==> src/pg_regs_pkg.sv <==
// Purpose: Shared constants and types for the power-good mask and status register slice
// Assumes: 100 MHz core clock, byte-wide registers reached over the two-wire serial port
// Notes: Emergency shutdown counts are derived here and passed to the top as parameter defaults
package pg_regs_pkg;

    // Register offsets
    localparam logic [7:0] MASK_OFS = 8'hac;
    localparam logic [7:0] CTRL_OFS = 8'hae;
    localparam logic [7:0] STAT_LOW_OFS = 8'hb0;
    localparam logic [7:0] STAT_HIGH_OFS = 8'hb1;

    // Values after reset
    localparam logic [7:0] MASK_RST = 8'hff;
    localparam logic [7:0] CTRL_RST = 8'h7d;
    localparam logic [7:0] STAT_RST = 8'h00;

    // Auxiliary regulator control fields
    localparam int DISCHG_LSB = 6;
    localparam int SDWN_BIT = 5;
    localparam int VID_LSB = 1;
    localparam int EN_BIT = 0;
    localparam int HIGH_USED_W = 6;

    // Mask bit positions per status output, index 0..3 = outputs one..four
    localparam int IN3_POS [0:3] = '{7, 3, 1, 5};
    localparam int IN6_POS [0:3] = '{6, 2, 0, 4};

    // Emergency shutdown off-times, selected by factory strap code 0..3
    localparam int CLK_PERIOD_NS = 10;
    localparam int SDWN_T0_MS = 1;
    localparam int SDWN_T1_MS = 5;
    localparam int SDWN_T2_MS = 10;
    localparam int SDWN_T3_MS = 100;
    localparam int SDWN_CYC0 = SDWN_T0_MS * 1000000 / CLK_PERIOD_NS;
    localparam int SDWN_CYC1 = SDWN_T1_MS * 1000000 / CLK_PERIOD_NS;
    localparam int SDWN_CYC2 = SDWN_T2_MS * 1000000 / CLK_PERIOD_NS;
    localparam int SDWN_CYC3 = SDWN_T3_MS * 1000000 / CLK_PERIOD_NS;
    localparam int CNT_W = 24;

    // Serial port: default device address (arbitrary value)
    localparam logic [6:0] DEV_ADDR_DEF = 7'h5e;

    // Pin synchroniser: {rail_high[5:0], rail_low[7:0], in6, in3, scl, sda}
    localparam int PIN_SYNC_W = 18;
    localparam logic [17:0] PIN_SYNC_RST = 18'h00003;

    // Serial port states
    typedef enum logic [5:0] {
        S_IDLE = 6'h01,
        S_ADDR = 6'h02,
        S_ACK = 6'h04,
        S_WRITE = 6'h08,
        S_READ = 6'h10,
        S_RACK = 6'h20
    } ser_state_t;

    // Emergency shutdown states
    typedef enum logic [1:0] {
        E_RUN = 2'h1,
        E_OFF = 2'h2
    } esd_state_t;

endpackage

==> src/pin_sync3.sv <==
// Purpose: Three-stage synchroniser with agreement filter for asynchronous pins
// Assumes: Inputs are quasi-static levels from outside the clock domain
// Notes: Output changes only when stages two and three agree
`timescale 1ns/10ps
module pin_sync3 #(
    parameter int W = 1,
    parameter logic [W-1:0] RST = '0
) (
    input wire logic i_clk,
    input wire logic i_rstn,
    input wire logic [W-1:0] i_d,
    output logic [W-1:0] o_q
);
    logic [W-1:0] s1_reg; // Metastability catcher, read only by s2
    logic [W-1:0] s2_reg;
    logic [W-1:0] s3_reg;
    logic [W-1:0] q_reg; // Filtered level
    logic [W-1:0] q_next;

    // Take a bit only once stages two and three agree, filtering single-cycle glitches
    always_comb begin
        q_next = ((s2_reg ~^ s3_reg) & s3_reg) | ((s2_reg ^ s3_reg) & q_reg);
    end

    // Plain shift chain; synchronous reset to the idle pin levels
    always_ff @(posedge i_clk) begin
        if (!i_rstn) begin
            s1_reg <= RST;
            s2_reg <= RST;
            s3_reg <= RST;
            q_reg <= RST;
        end else begin
            s1_reg <= i_d;
            s2_reg <= s1_reg;
            s3_reg <= s2_reg;
            q_reg <= q_next;
        end
    end

    assign o_q = q_reg;
endmodule

==> src/power_good_mask_status_regs.sv <==
// Purpose: Power-good mask, auxiliary regulator control and rail status registers behind a serial port
// Assumes: Open-drain serial lines with external pull-ups; tree inputs come from same-clock logic
// Notes: Register pointer auto-increments on every data byte, read or written
`timescale 1ns/10ps
module power_good_mask_status_regs
    import pg_regs_pkg::*;
#(
    parameter logic [6:0] DEV_ADDR = DEV_ADDR_DEF,
    parameter int SDWN_CYC_0 = SDWN_CYC0,
    parameter int SDWN_CYC_1 = SDWN_CYC1,
    parameter int SDWN_CYC_2 = SDWN_CYC2,
    parameter int SDWN_CYC_3 = SDWN_CYC3
) (
    input wire logic i_clk,
    input wire logic i_rstn,
    input wire logic i_scl,
    input wire logic i_sda_in,
    output logic o_sda_out,
    output logic o_sda_oe,
    input wire logic i_control_input_three,
    input wire logic i_control_input_six,
    input wire logic [3:0] i_tree_rest_good,
    input wire logic [7:0] i_rail_good_low,
    input wire logic [5:0] i_rail_good_high,
    input wire logic i_emergency_shutdown,
    input wire logic [1:0] i_sdwn_time_sel,
    output logic o_status_out_one,
    output logic o_status_out_two,
    output logic o_status_out_three,
    output logic o_status_out_four,
    output logic o_aux_one_enable,
    output logic [3:0] o_aux_one_voltage_code,
    output logic [1:0] o_aux_one_discharge_sel
);
    logic [PIN_SYNC_W-1:0] pins_q; // Filtered pin levels
    logic sda_q, scl_q, in3_q, in6_q;
    logic [7:0] rail_low_q;
    logic [5:0] rail_high_q;

    // Serial, control-input and rail pins cross through one four-flop filter
    pin_sync3 #(.W(PIN_SYNC_W), .RST(PIN_SYNC_RST)) u_sync (
        .i_clk(i_clk),
        .i_rstn(i_rstn),
        .i_d({i_rail_good_high, i_rail_good_low, i_control_input_six, i_control_input_three, i_scl, i_sda_in}),
        .o_q(pins_q)
    );
    assign sda_q = pins_q[0];
    assign scl_q = pins_q[1];
    assign in3_q = pins_q[2];
    assign in6_q = pins_q[3];
    assign rail_low_q = pins_q[11:4];
    assign rail_high_q = pins_q[17:12];

    logic [7:0] mask_reg, mask_next; // Control-input mask bits
    logic [7:0] ctrl_reg, ctrl_next; // Auxiliary regulator control

    // Read decode, used only by the serial shifter
    function automatic logic [7:0] reg_read(input logic [7:0] a, input logic [7:0] m, input logic [7:0] c,
                                            input logic [7:0] lo, input logic [5:0] hi);
        logic [7:0] r;
        r = 8'h00;
        case (a)
            MASK_OFS: r = m;
            CTRL_OFS: r = c;
            STAT_LOW_OFS: r = lo;
            STAT_HIGH_OFS: r = {2'b00, hi};
            default: r = 8'h00; // Unmapped reads as zero
        endcase
        return r;
    endfunction

    // Serial port state
    ser_state_t st_reg, st_next;
    logic [7:0] sh_reg, sh_next; // Shift register, in and out
    logic [2:0] bc_reg, bc_next; // Bit counter
    logic [7:0] ptr_reg, ptr_next; // Register pointer
    logic rw_reg, rw_next; // 1 = read transfer
    logic first_reg, first_next; // Next written byte is the pointer
    logic done_reg, done_next; // Eight bits shifted in
    logic nack_reg, nack_next; // Controller declined more data
    logic oe_reg, oe_next; // Pull the data line low
    logic scl_d_reg, sda_d_reg; // Previous filtered levels for edge detect
    logic wr_en; // One-cycle register write strobe
    logic scl_rise, scl_fall, start_cond, stop_cond;
    logic [7:0] rd_byte;

    assign scl_rise = scl_q & ~scl_d_reg;
    assign scl_fall = ~scl_q & scl_d_reg;
    assign start_cond = scl_q & scl_d_reg & sda_d_reg & ~sda_q;
    assign stop_cond = scl_q & scl_d_reg & ~sda_d_reg & sda_q;
    assign rd_byte = reg_read(ptr_reg, mask_reg, ctrl_reg, rail_low_q, rail_high_q);

    // Serial byte engine: sample on rising clock, drive on falling clock
    always_comb begin
        st_next = st_reg;
        sh_next = sh_reg;
        bc_next = bc_reg;
        ptr_next = ptr_reg;
        rw_next = rw_reg;
        first_next = first_reg;
        done_next = done_reg;
        nack_next = nack_reg;
        oe_next = oe_reg;
        wr_en = 1'b0;
        if (start_cond) begin
            // Start or repeated start always restarts the address phase
            st_next = S_ADDR;
            bc_next = 3'd0;
            done_next = 1'b0;
            oe_next = 1'b0;
        end else if (stop_cond) begin
            st_next = S_IDLE;
            oe_next = 1'b0;
        end else if (scl_rise) begin
            case (st_reg)
                S_ADDR, S_WRITE: begin
                    sh_next = {sh_reg[6:0], sda_q};
                    bc_next = bc_reg + 3'd1;
                    if (bc_reg == 3'd7) begin
                        done_next = 1'b1;
                    end
                end
                S_RACK: nack_next = sda_q;
                default: ;
            endcase
        end else if (scl_fall) begin
            case (st_reg)
                S_ADDR: begin
                    if (done_reg) begin
                        done_next = 1'b0;
                        if (sh_reg[7:1] == DEV_ADDR) begin
                            rw_next = sh_reg[0];
                            first_next = 1'b1;
                            oe_next = 1'b1;
                            st_next = S_ACK;
                        end else begin
                            st_next = S_IDLE; // Not ours, stay off the bus
                        end
                    end
                end
                S_WRITE: begin
                    if (done_reg) begin
                        done_next = 1'b0;
                        oe_next = 1'b1;
                        st_next = S_ACK;
                        if (first_reg) begin
                            ptr_next = sh_reg;
                            first_next = 1'b0;
                        end else begin
                            wr_en = 1'b1;
                            ptr_next = ptr_reg + 8'd1;
                        end
                    end
                end
                S_ACK: begin
                    bc_next = 3'd0;
                    if (rw_reg) begin
                        // Data is captured here, so a read sees the status of this moment
                        sh_next = rd_byte;
                        oe_next = ~rd_byte[7];
                        st_next = S_READ;
                    end else begin
                        oe_next = 1'b0;
                        st_next = S_WRITE;
                    end
                end
                S_READ: begin
                    if (bc_reg == 3'd7) begin
                        oe_next = 1'b0;
                        ptr_next = ptr_reg + 8'd1;
                        st_next = S_RACK;
                    end else begin
                        bc_next = bc_reg + 3'd1;
                        sh_next = {sh_reg[6:0], 1'b0};
                        oe_next = ~sh_reg[6];
                    end
                end
                S_RACK: begin
                    if (nack_reg) begin
                        st_next = S_IDLE;
                    end else begin
                        sh_next = rd_byte;
                        oe_next = ~rd_byte[7];
                        bc_next = 3'd0;
                        st_next = S_READ;
                    end
                end
                default: st_next = S_IDLE;
            endcase
        end
    end

    // Serial port registers
    always_ff @(posedge i_clk) begin
        if (!i_rstn) begin
            st_reg <= S_IDLE;
            sh_reg <= 8'h00;
            bc_reg <= 3'd0;
            ptr_reg <= 8'h00;
            rw_reg <= 1'b0;
            first_reg <= 1'b0;
            done_reg <= 1'b0;
            nack_reg <= 1'b0;
            oe_reg <= 1'b0;
            scl_d_reg <= 1'b1;
            sda_d_reg <= 1'b1;
        end else begin
            st_reg <= st_next;
            sh_reg <= sh_next;
            bc_reg <= bc_next;
            ptr_reg <= ptr_next;
            rw_reg <= rw_next;
            first_reg <= first_next;
            done_reg <= done_next;
            nack_reg <= nack_next;
            oe_reg <= oe_next;
            scl_d_reg <= scl_q;
            sda_d_reg <= sda_q;
        end
    end

    // Register writes; status and unmapped offsets drop the byte
    always_comb begin
        mask_next = mask_reg;
        ctrl_next = ctrl_reg;
        if (wr_en) begin
            case (ptr_reg)
                MASK_OFS: mask_next = sh_reg;
                CTRL_OFS: ctrl_next = sh_reg;
                default: ;
            endcase
        end
    end

    always_ff @(posedge i_clk) begin
        if (!i_rstn) begin
            mask_reg <= MASK_RST;
            ctrl_reg <= CTRL_RST;
        end else begin
            mask_reg <= mask_next;
            ctrl_reg <= ctrl_next;
        end
    end

    // Emergency shutdown timer
    esd_state_t esd_reg, esd_next;
    logic [CNT_W-1:0] cnt_reg, cnt_next;
    logic [CNT_W-1:0] off_len;

    // Strap code picks the off-time; parameters let simulation shorten it
    always_comb begin
        case (i_sdwn_time_sel)
            2'd0: off_len = CNT_W'(SDWN_CYC_0);
            2'd1: off_len = CNT_W'(SDWN_CYC_1);
            2'd2: off_len = CNT_W'(SDWN_CYC_2);
            default: off_len = CNT_W'(SDWN_CYC_3);
        endcase
    end

    // A repeat event while off restarts the full off-time
    always_comb begin
        esd_next = esd_reg;
        cnt_next = cnt_reg;
        case (esd_reg)
            E_RUN: begin
                if (i_emergency_shutdown && !ctrl_reg[SDWN_BIT]) begin
                    esd_next = E_OFF;
                    cnt_next = off_len;
                end
            end
            E_OFF: begin
                if (i_emergency_shutdown && !ctrl_reg[SDWN_BIT]) begin
                    cnt_next = off_len;
                end else if (cnt_reg <= CNT_W'(1)) begin
                    esd_next = E_RUN;
                end else begin
                    cnt_next = cnt_reg - CNT_W'(1);
                end
            end
            default: esd_next = E_RUN;
        endcase
    end

    always_ff @(posedge i_clk) begin
        if (!i_rstn) begin
            esd_reg <= E_RUN;
            cnt_reg <= '0;
        end else begin
            esd_reg <= esd_next;
            cnt_reg <= cnt_next;
        end
    end

    // Power-good trees: a masked input is forced good
    logic [3:0] tree_good;
    genvar k;
    generate
        for (k = 0; k < 4; k++) begin : g_tree
            assign tree_good[k] = i_tree_rest_good[k] & (mask_reg[IN3_POS[k]] | in3_q)
                                  & (mask_reg[IN6_POS[k]] | in6_q);
        end
    endgenerate

    // Output flops
    logic [3:0] out_reg, out_next;
    logic ldo_on_reg, ldo_on_next;
    logic [3:0] vid_reg, vid_next;
    logic [1:0] dis_reg, dis_next;

    always_comb begin
        out_next = tree_good;
        // Config 1 ignores the shutdown timer entirely
        ldo_on_next = ctrl_reg[EN_BIT] & (ctrl_reg[SDWN_BIT] | (esd_reg == E_RUN));
        vid_next = ctrl_reg[VID_LSB +: 4];
        dis_next = ctrl_reg[DISCHG_LSB +: 2];
    end

    always_ff @(posedge i_clk) begin
        if (!i_rstn) begin
            out_reg <= 4'h0;
            ldo_on_reg <= 1'b0;
            vid_reg <= 4'h0;
            dis_reg <= 2'h0;
        end else begin
            out_reg <= out_next;
            ldo_on_reg <= ldo_on_next;
            vid_reg <= vid_next;
            dis_reg <= dis_next;
        end
    end

    assign o_status_out_one = out_reg[0];
    assign o_status_out_two = out_reg[1];
    assign o_status_out_three = out_reg[2];
    assign o_status_out_four = out_reg[3];
    assign o_aux_one_enable = ldo_on_reg;
    assign o_aux_one_voltage_code = vid_reg;
    assign o_aux_one_discharge_sel = dis_reg;
    assign o_sda_oe = oe_reg;
    assign o_sda_out = 1'b0; // Open drain: only ever pulls low
endmodule

==> config.mk <==
export PLATFORM = sky130hd
export DESIGN_NAME = power_good_mask_status_regs
export DESIGN_NICKNAME = d
export VERILOG_FILES = /design/src/pg_regs_pkg.sv /design/src/pin_sync3.sv /design/src/power_good_mask_status_regs.sv
export SDC_FILE = /design/constraint.sdc
export NUM_CORES = 1
export LEC_CHECK = 0
export BUFFER_PORTS_ARGS = -buffer_cell sky130_fd_sc_hd__buf_2
export CAP_MARGIN = 20
export CORE_MARGIN = 3
export CORE_UTILIZATION = 55
export DETAILED_ROUTE_END_ITERATION = 6
export PLACE_DENSITY = 0.76
export SLEW_MARGIN = 25
export SYNTH_ARGS = -nofsm -noshare
export SYNTH_HDL_FRONTEND = slang
export SYNTH_HIERARCHICAL = 1
export SYNTH_SLANG_ARGS = --single-unit
==> constraint.sdc <==
create_clock -name i_clk -period 2.4 [get_ports i_clk]
set_clock_uncertainty 0.2 [all_clocks]
set_input_delay 0.36 -clock i_clk [delete_from_list [all_inputs] [get_ports i_clk]]
set_output_delay 0.36 -clock i_clk [all_outputs]
set_load 0.01 [all_outputs]
==> load_flow_metrics.sql, run 1 <==
INSERT INTO impl_metrics (metric_group, metric, value, unit) VALUES
('status', 'result_of_the_run', 'finished clean', ''),
('route', 'finalWirelength', '17.2', 'mm'),
('yosys', 'synth_top_area_frac', '0.446', ''),
('clock_tree', 'cts_tree', 'built', ''),
('yosys', 'syn_area', '7050', 'µm²'),
('placed_design', 'detailed_place_hpwl', '11.8', 'mm'),
('power', 'p_switching', '1.32', 'mW'),
('route', 'drc_errors', '0', ''),
('clock_tree', 'worst_skew_pair.late_latency', '0.42', 'ns'),
('floorplanning', 'starting_utilization_of_the_core_area', '0.575', ''),
('floorplanning', 'chipWidth', '119', 'µm'),
('floorplanning', 'die_ar', '14200', 'µm²'),
('setup_path', 'critPathLaunchType', 'flop', ''),
('placed_design', 'place.gp.congestion', '0.902', ''),
('setup_path', 'cp-end-kind', 'flop', ''),
('worst_hold_path', 'timing.hold.worst.class', 'input pin to flop', ''),
('power', 'power.share.clock', '0.473', ''),
('route', 'antenna_violating_nets_post_route', '0', ''),
('setup_path', 'cp.required', '2.55', 'ns'),
('timing', 'rsz0062_at_grt', 'yes', ''),
('clock_tree', 'h-tree-depth', '4', ''),
('timing', 'report.final.slew_viol_count', '0', ''),
('run', 'drv_cap', '0', ''),
('power', 'internal_power', '4.28', 'mW'),
('power', 'sequentialPowerShare', '0.478', ''),
('yosys', 'synth.lib_cells_used.distinct', '70', ''),
('grt', 'number_of_global_route_vias_before_repair', '6057', ''),
('yosys', 'ys_dominant_reg_cell', 'sky130_fd_sc_hd__dfxtp_1', ''),
('grt', 'largest_net_degree_at_the_start_of_global_routing', '38', ''),
('clock_tree', 'cts_num_sinks', '157', ''),
('power', 'peakVddDrop', '520', 'µV'),
('layout', 'layout.cells.most_common', 'sky130_fd_sc_hd__dfxtp_1', ''),
('timing', 'final_hold_viol_count', '0', ''),
('power', 'comb_power_share', '0.049', ''),
('layout', 'antenna_cells_inserted', '0', ''),
('timing', 'timing.slew.headroom', '0.572', ''),
('clock_tree', 'numCtsBuffers', '17', ''),
('power', 'total_power', '5.61', 'mW'),
('layout', 'nNetsFinal', '971', ''),
('yosys', 'synth_async_sr_flop_share', '0', ''),
('layout', 'final.fill_count', '924', ''),
('route', 'viasPerCell', '5.69', ''),
('yosys', 'mappedNetlistNets', '875', ''),
('timing', 'setup_viol_count_final', '0', ''),
('layout', 'layout_common_cells', 'sky130_fd_sc_hd__dfxtp_1, sky130_fd_sc_hd__nand2_1, sky130_fd_sc_hd__nor2_1', ''),
('yosys', 'synthDominantAreaCellType', 'sky130_fd_sc_hd__dfxtp_1', ''),
('floorplanning', 'row_count', '40', ''),
('timing', 'whs', '0.0388', 'ns'),
('floorplanning', 'chipHeight', '119', 'µm'),
('yosys', 'synth_area_leaders', 'sky130_fd_sc_hd__dfxtp_1, sky130_fd_sc_hd__ha_1, sky130_fd_sc_hd__and2_1', ''),
('timing', 'max_freq', '423', 'MHz'),
('yosys', 'post_synth_edffs', '0', ''),
('route', 'wire_per_inst', '15.8', 'µm'),
('placed_design', 'numPortBuffers', '38', ''),
('timing', 'layout_worst_path_cycle_share', '0.985', ''),
('route', 'drt_iter0_drc', '564', ''),
('clock_tree', 'cts-root-buf', 'sky130_fd_sc_hd__clkbuf_16', ''),
('layout', 'area_growth_syn_to_fin', '22.6', '%'),
('floorplanning', 'design.core.area', '12300', 'µm²'),
('grt', 'grtUsageTotal', '0.245', ''),
('yosys', 'postSynthAreaPerCell', '8.67', 'µm²'),
('setup_path', 'path_max_fanout', '7', ''),
('setup_path', 'crit_chain', 'or4_4, nor4_4, and4b_2, o21a_4, clkbuf_16, o21ai_1, a21oi_1', ''),
('grt', 'grt_first_pass_wirelength', '28.4', 'mm'),
('yosys', 'synthesis.instances', '813', ''),
('route', 'vias', '6206', ''),
('timing', 'tns', '0', 'ns'),
('timing', 'period_minus_slack', '2.36', 'ns'),
('grt', 'antenna_found_initial', '0', ''),
('setup_path', 'worst-endpoint-arrival', '2.52', 'ns'),
('setup_path', 'rrSetupSlack', '0.04', 'ns');
## layer usage
metal,vias up,part of all wire,track usage
met5,-,0,0
met4,0,0.020,0.101
met3,29,0.058,0.0470
met2,237,0.49,0.411
met1,2888,0.43,0.309
li1,3052,-,-
## cells in the mapped netlist (all sizes together) (4+ instances only)
library cell / n
ha: 35
nor2b: 8
or4: 8
a31oi: 5
o21ai: 50
a211oi: 9
nand2b: 11
nor3: 18
dfxtp: 157
o22ai: 8
nand2: 90
mux2i: 5
and3: 9
o41ai: 4
clkbuf: 34
o31ai: 4
o31a: 4
inv: 16
and2b: 16
a21oi: 67
o211ai: 9
nor2: 72
or3: 6
buf: 8
a22oi: 8
and2: 63
nand4: 4
nand3: 28
o32ai: 6
nor4: 6
nor3b: 5
## final timing paths
check / from / end / cells after the start
setup reg to reg: cnt_reg[9] / cnt_reg[5] / 7
setup / recovery: cnt_reg[9] / cnt_reg[5] / 7
hold reg to reg: u_sync/s1_reg[1] / u_sync/s2_reg[1] / 1
hold / removal: i_tree_rest_good[2] / out_reg[2] / 3
## power groups by stage
stage	logic (mW)	registers, mW	clock network (mW)
2_1_floorplan	0.150	2.73	0
3_3_place_gp	0.231	2.73	0
3_5_place_dp	0.237	2.74	0
4_1_cts	0.267	2.68	2.70
5_1_grt	0.303	2.68	2.82
6_report	0.274	2.68	2.65
## layout make-up
class / count / area [µm²] / area share
multi-input combinational: 598 / 3730 / 0.432
timing repair buffer: 119 / 901 / 0.104
clock buffer: 18 / 439 / 0.0508
sequential: 157 / 3150 / 0.364
inverter: 16 / 60.1 / 0.00695
tap: 168 / 210 / 0.0243
clock inverter: 14 / 150 / 0.0174
## stage by stage
stage	instances	worst slack (ns)	cell area, µm²	utilization
floorplan	813	0.0158	7050	-
global placement	1029	0.0750	7670	0.626
detailed placement	1029	-0.0236	7670	0.626
CTS	1082	0.00610	8480	0.692
global route	1090	-0.0373	8640	0.705
finish	1090	0.0360	8640	0.705
## timing repair
action / CTS / global route
buffers inserted: 0 / 7
resized for setup: 1 / 24
pin swaps: 1 / 17
hold buffers: 21 / 0
gates cloned: 0 / 1
setup endpoints to repair: 9 / 43
endpoints found under the hold margin: 21 / 0
## critical path: cells and delay by family (launching register included)
family | cells | cell delay [ns]
AOI/OAI and AO/OA | 3 | 0.44
buffers and inverters | 1 | 0.17
DFF | 1 | 0.32
and+or+nand+nor | 3 | 1.17
## logic make-up (layout without fill, tap and decap cells)
logic type,count (synthesis),count (layout),synth area share
AND/OR/NAND/NOR,363,363,0.274
AO/OA/AOI/OAI,189,189,0.168
flip-flops,157,157,0.446
buffers and inverters,58,167,0.0357
adder cells (fa/ha/maj),35,35,0.0621
XOR/XNOR,5,5,0.00621
multiplexers,5,5,0.00710
other,1,1,0.000532
Note: power is estimated with default switching activity, not from simulation.
==> inputs of run 2 (changes only) <==
Settings changed: ABC_AREA set to 1.
==> run 2 against run 1 <==
  * Global-route usage shrank 0.59 points
  * Area after synthesis rose by 6.0%
  * Synthesized cell count grew 29%
  * Routed wire length decreased by 1.2%
  * First-iteration DRC count decreased by 2.0%
  * Combinational power is 5% lower
  * Total power down 3.7%
  * Largest power group unchanged
  * Setup slack better by 0.21 ns
  * Critical path type unchanged
  * Flip-flop and latch count did not move
  * Critical endpoint is now mask_reg[0]
==> load_flow_metrics.sql, run 2 <==
INSERT INTO impl_metrics (metric_group, metric, value, unit) VALUES
('setup_path', 'cp_top_family', 'simple AND/OR/NAND/NOR gates', ''),
('clock_tree', 'cts-root-buf', 'sky130_fd_sc_hd__clkbuf_16', ''),
('clock_tree', 'cts_num_sinks', '157', ''),
('clock_tree', 'clkSlewWorstSetupHoldPaths', '0.07', 'ns'),
('layout', 'antenna_cells_inserted', '0', ''),
('grt', 'grtUsageTotal', '0.239', ''),
('power', 'peakVddDrop', '602', 'µV'),
('layout', 'area_growth_syn_to_fin', '14.5', '%'),
('route', 'wire_per_inst', '13.1', 'µm'),
('setup_path', 'worstReg2RegStart', 'scl_d_reg', ''),
('layout', 'stdcell_count', '1297', ''),
('yosys', 'synth_mux_area_frac', '0', ''),
('route', 'detailedRoute.firstPassIterationCount', '5', ''),
('placed_design', 'dp_slack', '0.185', 'ns'),
('timing', 'whs', '0.0144', 'ns'),
('layout', 'number_of_flip_flops_in_the_largest_register', '24', ''),
('worst_hold_path', 'whs_path_depth', '3', ''),
('power', 'cell_leakage_power', '4.48', 'nW'),
('placed_design', 'numPortBuffers', '38', ''),
('layout', 'layout_common_cells', 'sky130_fd_sc_hd__nand2_1, sky130_fd_sc_hd__inv_1, sky130_fd_sc_hd__dfxtp_1', ''),
('placed_design', 'placedInstanceArea', '7810', 'µm²'),
('yosys', 'synth_compound_gate_area_share', '0.0898', ''),
('route', 'vias', '6591', ''),
('timing', 'max_freq', '465', 'MHz'),
('yosys', 'dominant_combinational_cell_family_by_area_after_synthesis', 'simple AND/OR/NAND/NOR gates', ''),
('route', 'antenna_violating_nets_post_route', '0', ''),
('setup_path', 'timing.critical_path.slowest_stage_cell', 'sky130_fd_sc_hd__dfxtp_1', ''),
('route', 'viasPerCell', '5.08', ''),
('setup_path', 'rrSetupSlack', '0.25', 'ns'),
('yosys', 'synth_area_leaders', 'sky130_fd_sc_hd__dfxtp_1, sky130_fd_sc_hd__nand2_1, sky130_fd_sc_hd__inv_1', ''),
('yosys', 'synth_top_area_frac', '0.421', ''),
('setup_path', 'cp.required', '2.49', 'ns'),
('yosys', 'mappedNetlistNets', '1114', ''),
('setup_path', 'cp_dominant_cell_by_count', 'sky130_fd_sc_hd__nand2_1', ''),
('grt', 'grt_remaining_overflow', '0', ''),
('yosys', 'post_synth_and_or_nand_nor_area_fraction', '0.315', ''),
('clock_tree', 'worst_skew_pair.late_latency', '0.43', 'ns'),
('layout', 'nNetsFinal', '1175', ''),
('floorplanning', 'die_ar', '15000', 'µm²'),
('floorplanning', 'chipHeight', '123', 'µm'),
('yosys', 'ys_seq_elements', '157', ''),
('layout', 'layout.cells.most_common', 'sky130_fd_sc_hd__nand2_1', ''),
('yosys', 'synth_area_in_adders', '0.0586', ''),
('layout', 'finish.instance_area', '8550', 'µm²'),
('timing', 'report.final.slew_viol_count', '0', ''),
('setup_path', 'worstRegToRegCells', '8', ''),
('clock_tree', 'postCtsSetupBuffers', '0', ''),
('power', 'power-per-cell-area', '632', 'nW/µm²'),
('yosys', 'synth.lib_cells_used.distinct', '40', ''),
('grt', 'largest_net_degree_at_the_start_of_global_routing', '69', ''),
('yosys', 'synthDominantAreaCellType', 'sky130_fd_sc_hd__dfxtp_1', ''),
('yosys', 'post_synth_edffs', '0', ''),
('power', 'total_power', '5.40', 'mW'),
('grt', 'grt_first_pass_wirelength', '28.4', 'mm'),
('worst_hold_path', 'hold_path_startpoint', 'i_tree_rest_good[2]', ''),
('setup_path', 'cp-end-kind', 'flop', ''),
('setup_path', 'max_incr_delay_on_cp', '0.36', 'ns'),
('yosys', 'synth_async_sr_flop_share', '0', ''),
('route', 'finalWirelength', '17.0', 'mm'),
('timing', 'tns', '0', 'ns'),
('route', 'drt_iter0_drc', '553', ''),
('clock_tree', 'h-tree-depth', '4', ''),
('clock_tree', 'clock_tree.buffer_depth', '2', ''),
('setup_path', 'crit_chain', 'inv_1, ha_1, inv_2, nand2_1, nor3_2, nand3_2, nand2_1, o211ai_1', ''),
('floorplanning', 'row_count', '41', ''),
('floorplanning', 'chipWidth', '123', 'µm'),
('timing', 'layout_worst_path_cycle_share', '0.897', ''),
('layout', 'final_layout_size_suffix_gt1_frac', '0.111', ''),
('worst_hold_path', 'timing.hold.worst.class', 'input pin to flop', ''),
('route', 'drc_errors', '0', ''),
('yosys', 'postSynthAreaPerCell', '7.10', 'µm²'),
('yosys', 'synth.top_cells.by_count', 'sky130_fd_sc_hd__nand2_1, sky130_fd_sc_hd__inv_1, sky130_fd_sc_hd__dfxtp_1, sky130_fd_sc_hd__nor2_1, sky130_fd_sc_hd__nand3_1', ''),
('yosys', 'syn_area', '7470', 'µm²'),
('floorplanning', 'design.core.area', '12900', 'µm²'),
('floorplanning', 'ios', '40', ''),
('timing', 'period_minus_slack', '2.15', 'ns'),
('yosys', 'ys_dominant_reg_cell', 'sky130_fd_sc_hd__dfxtp_1', ''),
('timing', 'final_hold_viol_count', '0', ''),
('yosys', 'synth_xor_area_frac', '0.0117', ''),
('yosys', 'library_cell_with_the_highest_instance_count_after_synthesis', 'sky130_fd_sc_hd__nand2_1', ''),
('setup_path', 'path_class', 'flop to flop', ''),
('grt', 'antenna_found_initial', '0', ''),
('timing', 'fin_ws', '0.248', 'ns'),
('yosys', 'synth-warning-count', '6', ''),
('run', 'drv_cap', '0', ''),
('timing', 'rsz0062_at_grt', 'no', ''),
('placed_design', 'place.gp.congestion', '0.951', ''),
('timing', 'setup_viol_count_final', '0', ''),
('placed_design', 'place.detailed.instances', '1246', ''),
('layout', 'final_core_utilization', '0.662', ''),
('setup_path', 'worst-endpoint-arrival', '2.24', 'ns'),
('status', 'result_of_the_run', 'finished clean', ''),
('worst_hold_path', 'hold_path_end', 'out_reg[2]', ''),
('yosys', 'synth-seq-area-share', '0.421', ''),
('setup_path', 'critPathLaunchType', 'flop', ''),
('yosys', 'synthesis.instances', '1052', ''),
('grt', 'number_of_global_route_vias_before_repair', '6051', ''),
('setup_path', 'r2r-end', 'mask_reg[0]', ''),
('setup_path', 'worst_path_bufs_invs', '2', ''),
('clock_tree', 'cts_tree', 'built', ''),
('clock_tree', 'numCtsBuffers', '17', ''),
('floorplanning', 'starting_utilization_of_the_core_area', '0.578', ''),
('setup_path', 'path_max_fanout', '16', ''),
('placed_design', 'detailed_place_hpwl', '11.9', 'mm');
## run 2: where the power goes
group	internal, mW	total [mW]	switching, mW
registers	2.66	2.69	0.0254
logic	0.105	0.259	0.155
clock network	1.35	2.46	1.11
total	4.12	5.40	1.29
## run 2: cells by family after synthesis
kind of cell               count (synthesis)
adders and majority gates                 35
other                                      1
DFF                                      157
buffers and inverters                    190
and+or+nand+nor                          544
xor gates and xnor gates                  10
AOI/OAI and AO/OA                        115
## run 2: final cells by class
class,count,area (µm²)
inverters,164,616
fillers,1126,4370
flip-flops and latches,157,3140
repair buffers,68,480
multi-input cells,705,3570
clock inverters,12,90.1
well taps,172,215
clock buffers,19,443
## run 2: worst max path at each step
stage,startpoint,endpoint,depth (start not counted)
after detailed placement,cnt_reg[0],cnt_reg[10],10
final,scl_d_reg,mask_reg[0],8
after global placement,cnt_reg[0],cnt_reg[19],12
after global routing,scl_d_reg,mask_reg[3],8
after CTS,cnt_reg[0],cnt_reg[10],10
after floorplan,cnt_reg[0],cnt_reg[12],12
## run 2: what timing repair did
item	4_1_cts	5_1_grt
hold buffers	20	0
setup endpoints to repair	0	8
endpoints found under the hold margin	20	0
gates resized for setup	0	2
## run 2: layer usage
layer,share of wire,wire (µm),GRT usage
met5,0,0,0
met4,0.020,338,0.0833
met3,0.068,1160,0.0544
met2,0.45,7630,0.377
met1,0.46,7860,0.324
## run 2: tightest hold or removal path, delay by kind of cell
kind / cells / cell delay (ns)
compound gates: 1 / 0.06
simple gates: 1 / 0.06
buf+inv: 1 / 0.11
